[config.mk]
export PLATFORM = sky130hd
export DESIGN_NAME = service_request_status_byte
export DESIGN_NICKNAME = d
export VERILOG_FILES = /design/src/hw/service_request_status_byte.sv /design/src/hw/summary_lane.sv
export SDC_FILE = /design/constraint.sdc
export NUM_CORES = 1
export LEC_CHECK = 0
export ABC_AREA = 1
export BUFFER_PORTS_ARGS = -buffer_cell sky130_fd_sc_hd__buf_2
export CAP_MARGIN = 20
export CELL_PAD_IN_SITES_DETAIL_PLACEMENT = 0
export CELL_PAD_IN_SITES_GLOBAL_PLACEMENT = 1
export CORE_ASPECT_RATIO = 0.7
export CORE_MARGIN = 2
export CORE_UTILIZATION = 36
export CTS_CLUSTER_DIAMETER = 120
export DETAILED_ROUTE_END_ITERATION = 10
export MAX_ROUTING_LAYER = met4
export PLACE_DENSITY = 0.81
export RECOVER_POWER = 25
export SYNTH_ARGS = -nofsm -noshare
export SYNTH_HDL_FRONTEND = slang
export SYNTH_SLANG_ARGS = --single-unit
[constraint.sdc]
create_clock -name ref_clk -period 1.9 [get_ports ref_clk]
set_input_delay 0.095 -clock ref_clk [delete_from_list [all_inputs] [get_ports ref_clk]]
set_output_delay 0.095 -clock ref_clk [all_outputs]
set_load 0.02 [all_outputs]
[src/hw/service_request_status_byte.sv]
// Purpose: status byte, request enable mask and service request logic.
// Assumes: all command strobes are one-cycle pulses on ref_clk (200 MHz).
// Notes:   rst stands for power-up; it is the only thing that clears the
//          enable mask apart from a write.
package srq_pkg;
   localparam int         BYTE_W         = 8;
   localparam int         BIT_MEAS       = 0;
   localparam int         BIT_UNUSED     = 1;
   localparam int         BIT_ERR_QUEUE  = 2;
   localparam int         BIT_QUEST      = 3;
   localparam int         BIT_MSG_READY  = 4;
   localparam int         BIT_STD_EVENT  = 5;
   localparam int         BIT_REQUEST    = 6;
   localparam int         BIT_OPER       = 7;
   localparam logic [7:0] BYTE_ZERO      = 8'h00;
   localparam logic [7:0] MASK_RESET     = 8'h00;
   localparam logic [7:0] REQ_CAPABLE    = 8'hbd;
   localparam logic [7:0] REQ_BIT_MASK   = 8'h40;
   localparam logic [7:0] ONLY_ERR_QUEUE = 8'h04;
endpackage

`timescale 1ns/10ps
`default_nettype none

module service_request_status_byte
   import srq_pkg::*;
(
   input  wire logic              ref_clk,
   input  wire logic              rst,
   input  wire logic              measurement_summary,
   input  wire logic              error_queue_nonempty,
   input  wire logic              questionable_summary,
   input  wire logic              output_message_ready,
   input  wire logic              standard_event_summary,
   input  wire logic              operation_summary,
   input  wire logic              mask_wr,
   input  wire logic [BYTE_W-1:0] mask_wdata,
   input  wire logic              mask_rd,
   input  wire logic              stb_query,
   input  wire logic              serial_poll,
   input  wire logic              clear_status,
   input  wire logic              status_preset,
   output logic [BYTE_W-1:0]      status_summary_byte,
   output logic [BYTE_W-1:0]      request_enable_mask,
   output logic                   service_request,
   output logic                   request_service_flag,
   output logic                   resp_valid,
   output logic [BYTE_W-1:0]      resp_data,
   output logic                   poll_valid,
   output logic [BYTE_W-1:0]      poll_byte
);

   typedef struct packed {
      logic [BYTE_W-1:0] status_byte;
      logic [BYTE_W-1:0] mask;
      logic              req_flag;
      logic              srq;
      logic              resp_valid;
      logic [BYTE_W-1:0] resp_data;
      logic              poll_valid;
      logic [BYTE_W-1:0] poll_byte;
   } srq_state_t;

   srq_state_t        state_q;
   srq_state_t        state_d;
   logic [BYTE_W-1:0] summary;
   logic [BYTE_W-1:0] prod;
   logic [BYTE_W-1:0] rise;
   logic              master_summary;
   logic              any_rise;
   logic [BYTE_W-1:0] live_byte;
   logic [BYTE_W-1:0] flag_byte;

   // non-latching summary vector; bits 1 and 6 carry no source
   always_comb begin
      summary             = BYTE_ZERO;
      summary[BIT_MEAS]   = measurement_summary;
      summary[BIT_ERR_QUEUE] = error_queue_nonempty;
      summary[BIT_QUEST]     = questionable_summary;
      summary[BIT_MSG_READY] = output_message_ready;
      summary[BIT_STD_EVENT] = standard_event_summary;
      summary[BIT_OPER]      = operation_summary;
   end

   // the lane edge works on the gated product, so enabling a mask bit
   // while its summary is already high also counts as a rising bit
   for (genvar i = 0; i < BYTE_W; i++) begin : g_lane
      summary_lane u_lane (
         .ref_clk (ref_clk),
         .rst     (rst),
         .src     (summary[i]),
         .en      (state_q.mask[i] & REQ_CAPABLE[i]),
         .prod    (prod[i]),
         .rise    (rise[i])
      );
   end

   always_comb begin
      master_summary     = |prod;
      any_rise           = |rise;
      live_byte          = summary;
      live_byte[BIT_REQUEST] = master_summary;
      flag_byte              = summary;
      flag_byte[BIT_REQUEST] = state_q.req_flag;
   end

   always_comb begin
      state_d             = state_q;
      state_d.status_byte = live_byte;
      state_d.resp_valid  = 1'b0;
      state_d.poll_valid  = 1'b0;
      // clear_status and status_preset are not looked at here on purpose
      if (mask_wr) begin
         state_d.mask = mask_wdata;
      end
      // a rise in the poll cycle must not be lost, so set beats clear
      if (any_rise) begin
         state_d.req_flag = 1'b1;
      end else if (serial_poll) begin
         state_d.req_flag = 1'b0;
      end
      state_d.srq = state_d.req_flag;
      if (serial_poll) begin
         state_d.poll_valid = 1'b1;
         state_d.poll_byte  = flag_byte;
      end
      // a byte query wins over a mask query in the same cycle
      if (stb_query) begin
         state_d.resp_valid = 1'b1;
         state_d.resp_data  = live_byte;
      end else if (mask_rd) begin
         state_d.resp_valid = 1'b1;
         state_d.resp_data  = state_q.mask;
      end
   end

   always_ff @(posedge ref_clk) begin
      if (rst) begin
         state_q             <= '0;
         state_q.mask        <= MASK_RESET;
         state_q.status_byte <= BYTE_ZERO;
      end else begin
         state_q <= state_d;
      end
   end

   assign status_summary_byte  = state_q.status_byte;
   assign request_enable_mask  = state_q.mask;
   assign service_request      = state_q.srq;
   assign request_service_flag = state_q.req_flag;
   assign resp_valid           = state_q.resp_valid;
   assign resp_data            = state_q.resp_data;
   assign poll_valid           = state_q.poll_valid;
   assign poll_byte            = state_q.poll_byte;
endmodule

`default_nettype wire

[src/hw/summary_lane.sv]
// Purpose: one status byte lane: gates a summary bit with its enable
//          bit and flags the cycle in which the gated product rises.
// Assumes: src and en are synchronous to ref_clk.
// Notes:   the product is combinational; only its previous value is held.
`timescale 1ns/10ps
`default_nettype none

module summary_lane (
   input  wire logic ref_clk,
   input  wire logic rst,
   input  wire logic src,
   input  wire logic en,
   output logic      prod,
   output logic      rise
);

   typedef struct packed {
      logic prod_prev;
   } lane_state_t;

   lane_state_t state_q;
   lane_state_t state_d;

   always_comb begin
      prod              = src & en;
      rise              = prod & ~state_q.prod_prev;
      state_d           = state_q;
      state_d.prod_prev = prod;
   end

   always_ff @(posedge ref_clk) begin
      if (rst) begin
         state_q <= '0;
      end else begin
         state_q <= state_d;
      end
   end

endmodule

`default_nettype wire

# After elaboration in Yosys (flattened, before gate mapping)
# Index checks and enable logic that the tools add are counted.
# Widths: inputs -> output; s select.
dict set report word_totals {
  mem_bits_rw 0
  wordCells 42
  out_inout_bits 36
  ff_bits 40
  in_bits 22
  latch_bits 0
  mem_bits_ro 0
  memories 0
}
dict set report op_classes {
  add_sub_neg 0
  n_bitwise 18
  mul 0
  muxes 5
  n_reduce_logical 4
  n_lt_le_gt_ge 0
  n_eq_ne 0
  shift 0
  div 0
}
# op count
set op_table {}
lappend op_table {{$mux 9} 3}
lappend op_table {{$and 1x1->1} 12}
lappend op_table {{$reduce_or 6->1} 2}
lappend op_table {{$not 1->1} 6}
lappend op_table {{$mux 1} 2}
lappend op_table {{$reduce_bool 2->1} 1}
lappend op_table {{$reduce_or 2->1} 1}

# Depth between registers and ports, before layout
dict set report depth {
  depth_word 4
  depth_mapped 6
  mapped_depth_nobuf 6
}

# By module
# A second synthesis with hierarchy kept.
dict set report hier_totals {
  hier_cells 202
  area_unflattened_um2 1611.5
}
# mod area_each_um2 seq_area_each_um2 cells_per_inst instances
set modules_own_cells {}
lappend modules_own_cells {service_request_status_byte 1331.3 660.6 162 1}
lappend modules_own_cells {summary_lane 35.0 20.0 5 8}

# Worst setup path before layout
# Ideal clock, no wire load.
dict set report synth_timing {
  path_kind {register to register}
  start {register state_q, in the netlist request_enable_mask[5]}
  end {register state_q, in the netlist resp_data[6]}
  path_buffers 0
  path_slack_ps 1080
  t_required_ps 1791
  path_stages_with_launch 7
  arrival_ps 711
  period_less_slack_ps 820
  setup_time_ps 109
  path_cell_list {dfxtp_1 -> nand2_1 -> nand2_1 -> nor2_1 -> nand3_1 -> nand2_1 -> inv_1}
}
dict set report synth_via {
  elab_chain_cells 3
}
# element line_no
set synth_lines {}
lappend synth_lines {{from (decl)} service_request_status_byte.sv:64} ;# srq_state_t state_q;
lappend synth_lines {{from (signal assigned)} service_request_status_byte.sv:143} ;# state_q <= state_d;
lappend synth_lines {{$and 1x1->1} summary_lane.sv:25} ;# prod = src & en;
lappend synth_lines {{$reduce_or 6->1} service_request_status_byte.sv:99} ;# master_summary = |prod;
lappend synth_lines {{$mux 9} service_request_status_byte.sv:128} ;# if (stb_query) begin
# Every way passes these cells.
# A chain may end at the register's enable or synchronous reset.

==> results.rst <==
.. list-table::
   :header-rows: 1

   * - Metric
     - Value
   * - Area growth from synthesis to layout
     - 21.01%
   * - Setup-violating endpoint count in the final report
     - 0
   * - Number of post-CTS setup repair buffers
     - 0
   * - Maximum vdd drop
     - a little under 0.4 mV
   * - Chip Height
     - roughly 58 µm
   * - Worst Setup EP
     - poll_byte[4]$_SDFFE_PP0P_
   * - Fraction of layout instances using a drive strength above 1
     - a little under 30%
   * - Number of cells on the worst reg-to-reg path
     - 6
   * - Yosys warns
     - 0
   * - Number of levels the H-tree was split into
     - 2
   * - Startpoint type of the worst setup path
     - primary input
   * - Core Footprint
     - roughly 4000 µm²
   * - LEAKAGE
     - 0.9041 nW
   * - Post-layout min period
     - 1.181 ns
   * - Total global routing track utilization
     - between 10% and 20%
   * - Non-filler instance count after layout
     - 282
   * - Buffer cell driving the clock tree root
     - sky130_fd_sc_hd__clkbuf_8
   * - Total Power Consumption
     - ~1.8 mW
   * - Type of the worst setup path
     - primary input to flop
   * - Cell Area, Placed
     - 1695 µm²
   * - Remaining routing DRC violations
     - 0
   * - Total Wirelength
     - roughly 3200 µm
   * - Crit path DAT
     - ~1.4 ns
   * - Max-cap violations
     - 0
   * - Number of detailed-routing iterations run before antenna repair
     - 4
   * - Power density over the cells
     - roughly 990 nW/µm²
   * - Total of hold buffers inserted after clock tree synthesis
     - 0
   * - Half-perimeter wire length after detailed placement
     - roughly 2300 µm
   * - Path type of the worst min-delay path
     - primary input to flop
   * - Most frequent cells in the layout
     - 52 x sky130_fd_sc_hd__buf_2, 39 x sky130_fd_sc_hd__dfxtp_1, 37 x sky130_fd_sc_hd__nor2_1, 26 x sky130_fd_sc_hd__nand2_1, 15 x sky130_fd_sc_hd__inv_1
   * - Violation count after the first detailed-route iteration
     - 29
   * - Outcome
     - finished, final reports clean
   * - Number of synthesized register bits
     - 39
   * - Sequential-to-total area share from yosys stat
     - a little over half
   * - Count of cells resized by post-cts repair
     - 0
   * - Initial Util
     - about 38%
   * - Clock-pin transition on the worst setup and hold timing paths
     - ~0.08 ns
   * - Maximum number of pins on one net before global-route repair
     - 22
   * - Flop2flop setup slack
     - approximately 0.95 ns
   * - Antenna Cells
     - 0
   * - Fin crit share
     - approximately 62%
   * - Instance count of the mapped netlist
     - 184
   * - Place WS
     - 0.8647 ns
   * - Port-buffer cells
     - 53
   * - Highest-delay cell along the critical path
     - sky130_fd_sc_hd__clkbuf_1
   * - Final hold violation count
     - 0
   * - TritonCTS buffer count
     - 5
   * - WP data required
     - 2.07 ns
   * - Worst slew pin tran
     - approximately 0.9 ns
   * - Critical Path Source
     - rst
   * - Clock tree buffer depth
     - 2
   * - Number of standard-cell rows in the floorplan
     - 19
   * - Most common cell after layout, fill and taps aside
     - sky130_fd_sc_hd__buf_2
   * - Worst r2r dst
     - resp_data[6]$_SDFFE_PP0P_
   * - Number of ports placed on the die boundary
     - 58
   * - RSZ-0062 raised after global routing
     - false
   * - Count of nets left with antenna violations after detail routing
     - 0
   * - Initial antenna violation count
     - 0
   * - Smallest setup slack after layout
     - slightly above 0.7 ns
   * - Largest fanout on the critical path
     - 21
   * - Largest incremental delay on the critical path
     - around 0.65 ns
   * - Area of the die
     - ~4700 µm²
   * - Design Area, Final
     - 1794 µm²
   * - Wire length of the first global-routing pass
     - about 5200 µm
   * - Final Max Slew Viols
     - 0
   * - Dpl cells
     - 274
   * - Average wire per cell in the routed design
     - ~11 µm
   * - Congestion Overflow GR
     - 0
   * - Via-per-instance ratio
     - 4.298
   * - Maximum frequency from static timing analysis
     - approximately 850 MHz
   * - Synth unique cells
     - 20
   * - Clk_skew
     - ~0.0057 ns
   * - Cell-by-cell trace of the critical path
     - clkbuf_1 -> inv_2 -> o21ai_1 -> a21oi_1
   * - Avg Synthesized Cell Area
     - 8.058 µm²
   * - Kind of capture point of the worst setup path
     - flop
   * - Slew HR
     - 40.45%
   * - Vias in the first global route
     - about 1.1k
   * - Clock net sink count
     - 39
   * - Accumulated negative setup slack
     - 0 ns
   * - Clock insertion delay at the later pin of the skew report
     - between 0.2 and 0.3 ns
   * - Vias after detailed routing
     - approximately 1.2k
   * - TritonCTS clock tree
     - done
   * - Fin nets
     - 251
   * - DIE WIDTH
     - just over 80 µm
   * - Critical register-to-register path startpoint
     - request_enable_mask[5]$_SDFFE_PP0P_
   * - Mapped cell area
     - roughly 1500 µm²
   * - Global placer's final weighted congestion
     - 0.7071
stage by stage:
stage / util [%] / hold WS [ns]
2_1_floorplan: - / 0.2199
3_3_place_gp: 42.96 / 0.3224
3_5_place_dp: 42.96 / 0.3227
4_1_cts: 45.50 / 0.01923
5_1_grt: 45.47 / 0.02431
6_report: 45.47 / 0.02246
worst min-delay path by stage:
stage / startpoint / endpoint / slack [ns] / cells after the start
2_1_floorplan: error_queue_nonempty / status_summary_byte[2]$_SDFF_PP0_ / 0.22 / 2
3_3_place_gp: mask_wdata[2] / request_enable_mask[2]$_SDFFE_PP0P_ / 0.32 / 3
3_5_place_dp: mask_wdata[2] / request_enable_mask[2]$_SDFFE_PP0P_ / 0.32 / 3
4_1_cts: mask_wdata[2] / request_enable_mask[2]$_SDFFE_PP0P_ / 0.02 / 3
5_1_grt: mask_wdata[2] / request_enable_mask[2]$_SDFFE_PP0P_ / 0.02 / 3
6_report: mask_wdata[2] / request_enable_mask[2]$_SDFFE_PP0P_ / 0.02 / 3
cells by family (layout without fill, tap and decap cells):
family	Yosys count	in the layout	share of synthesized area, %
AO/OA/AOI/OAI	39	39	14.85
flip-flops	39	39	52.66
other	1	2	0.2529
AND/OR/NAND/NOR	71	71	19.16
buffers and inverters	34	79	13.08
power breakdown:
part	internal (mW)	switching, mW
combinational	0.0868	0.172
sequential	0.869	0.0314
clock	0.331	0.283
total	1.29	0.486
final cells by class:
type | instances | area, µm²
Multi-Input combinational cell | 112 | 511.7
Clock buffer | 8 | 100.1
Tap cell | 52 | 65.06
Sequential cell | 39 | 780.7
Timing Repair Buffer | 53 | 264.0
Inverter | 18 | 72.57
Fill cell | 429 | 2152
flip-flops by register name, indices dropped and copies added (netlist names):
register               count
request_enable_mask        8
resp_data                  8
poll_byte                  7
status_summary_byte        7
g_lane.u_lane.state_q      6
poll_valid                 1
resp_valid                 1
service_request            1
routing by layer:
metal / part of all wire (%) / up-vias / GRT usage (%) / routed length [µm]
li1: - / 660 / - / -
met1: 54 / 504 / 22.23 / 1728
met2: 36 / 43 / 19.40 / 1154
met3: 8.1 / 5 / 5.296 / 259
met4: 1.3 / 0 / 7.264 / 42
met5: 0 / - / - / 0
worst max-delay path: cells and delay by family:
kind / cells / cell delay (ns)
compound gates: 2 / 0.23
buf+inv: 2 / 1.02
Yosys cell counts:
master / instances / area share (%)
sky130_fd_sc_hd__o21ai_0: 10 / 3.4
sky130_fd_sc_hd__nand2_4: 1 / 0.76
sky130_fd_sc_hd__buf_6: 1 / 0.76
sky130_fd_sc_hd__a21oi_1: 11 / 3.7
sky130_fd_sc_hd__o21ai_2: 4 / 2.4
sky130_fd_sc_hd__nand3_1: 6 / 2.0
sky130_fd_sc_hd__conb_1: 1 / 0.25
sky130_fd_sc_hd__inv_2: 2 / 0.51
sky130_fd_sc_hd__inv_1: 15 / 3.8
sky130_fd_sc_hd__nor2_1: 37 / 9.4
sky130_fd_sc_hd__a21oi_2: 1 / 0.59
sky130_fd_sc_hd__nor4_1: 1 / 0.42
sky130_fd_sc_hd__buf_4: 10 / 5.1
sky130_fd_sc_hd__buf_8: 1 / 1.0
sky130_fd_sc_hd__buf_2: 4 / 1.4
sky130_fd_sc_hd__o21ai_1: 8 / 2.7
sky130_fd_sc_hd__nand2_1: 26 / 6.6
sky130_fd_sc_hd__a31oi_1: 5 / 2.1
sky130_fd_sc_hd__inv_6: 1 / 0.59
sky130_fd_sc_hd__dfxtp_1: 39 / 53
No activity file was read; power rests on OpenSTA's default activity.
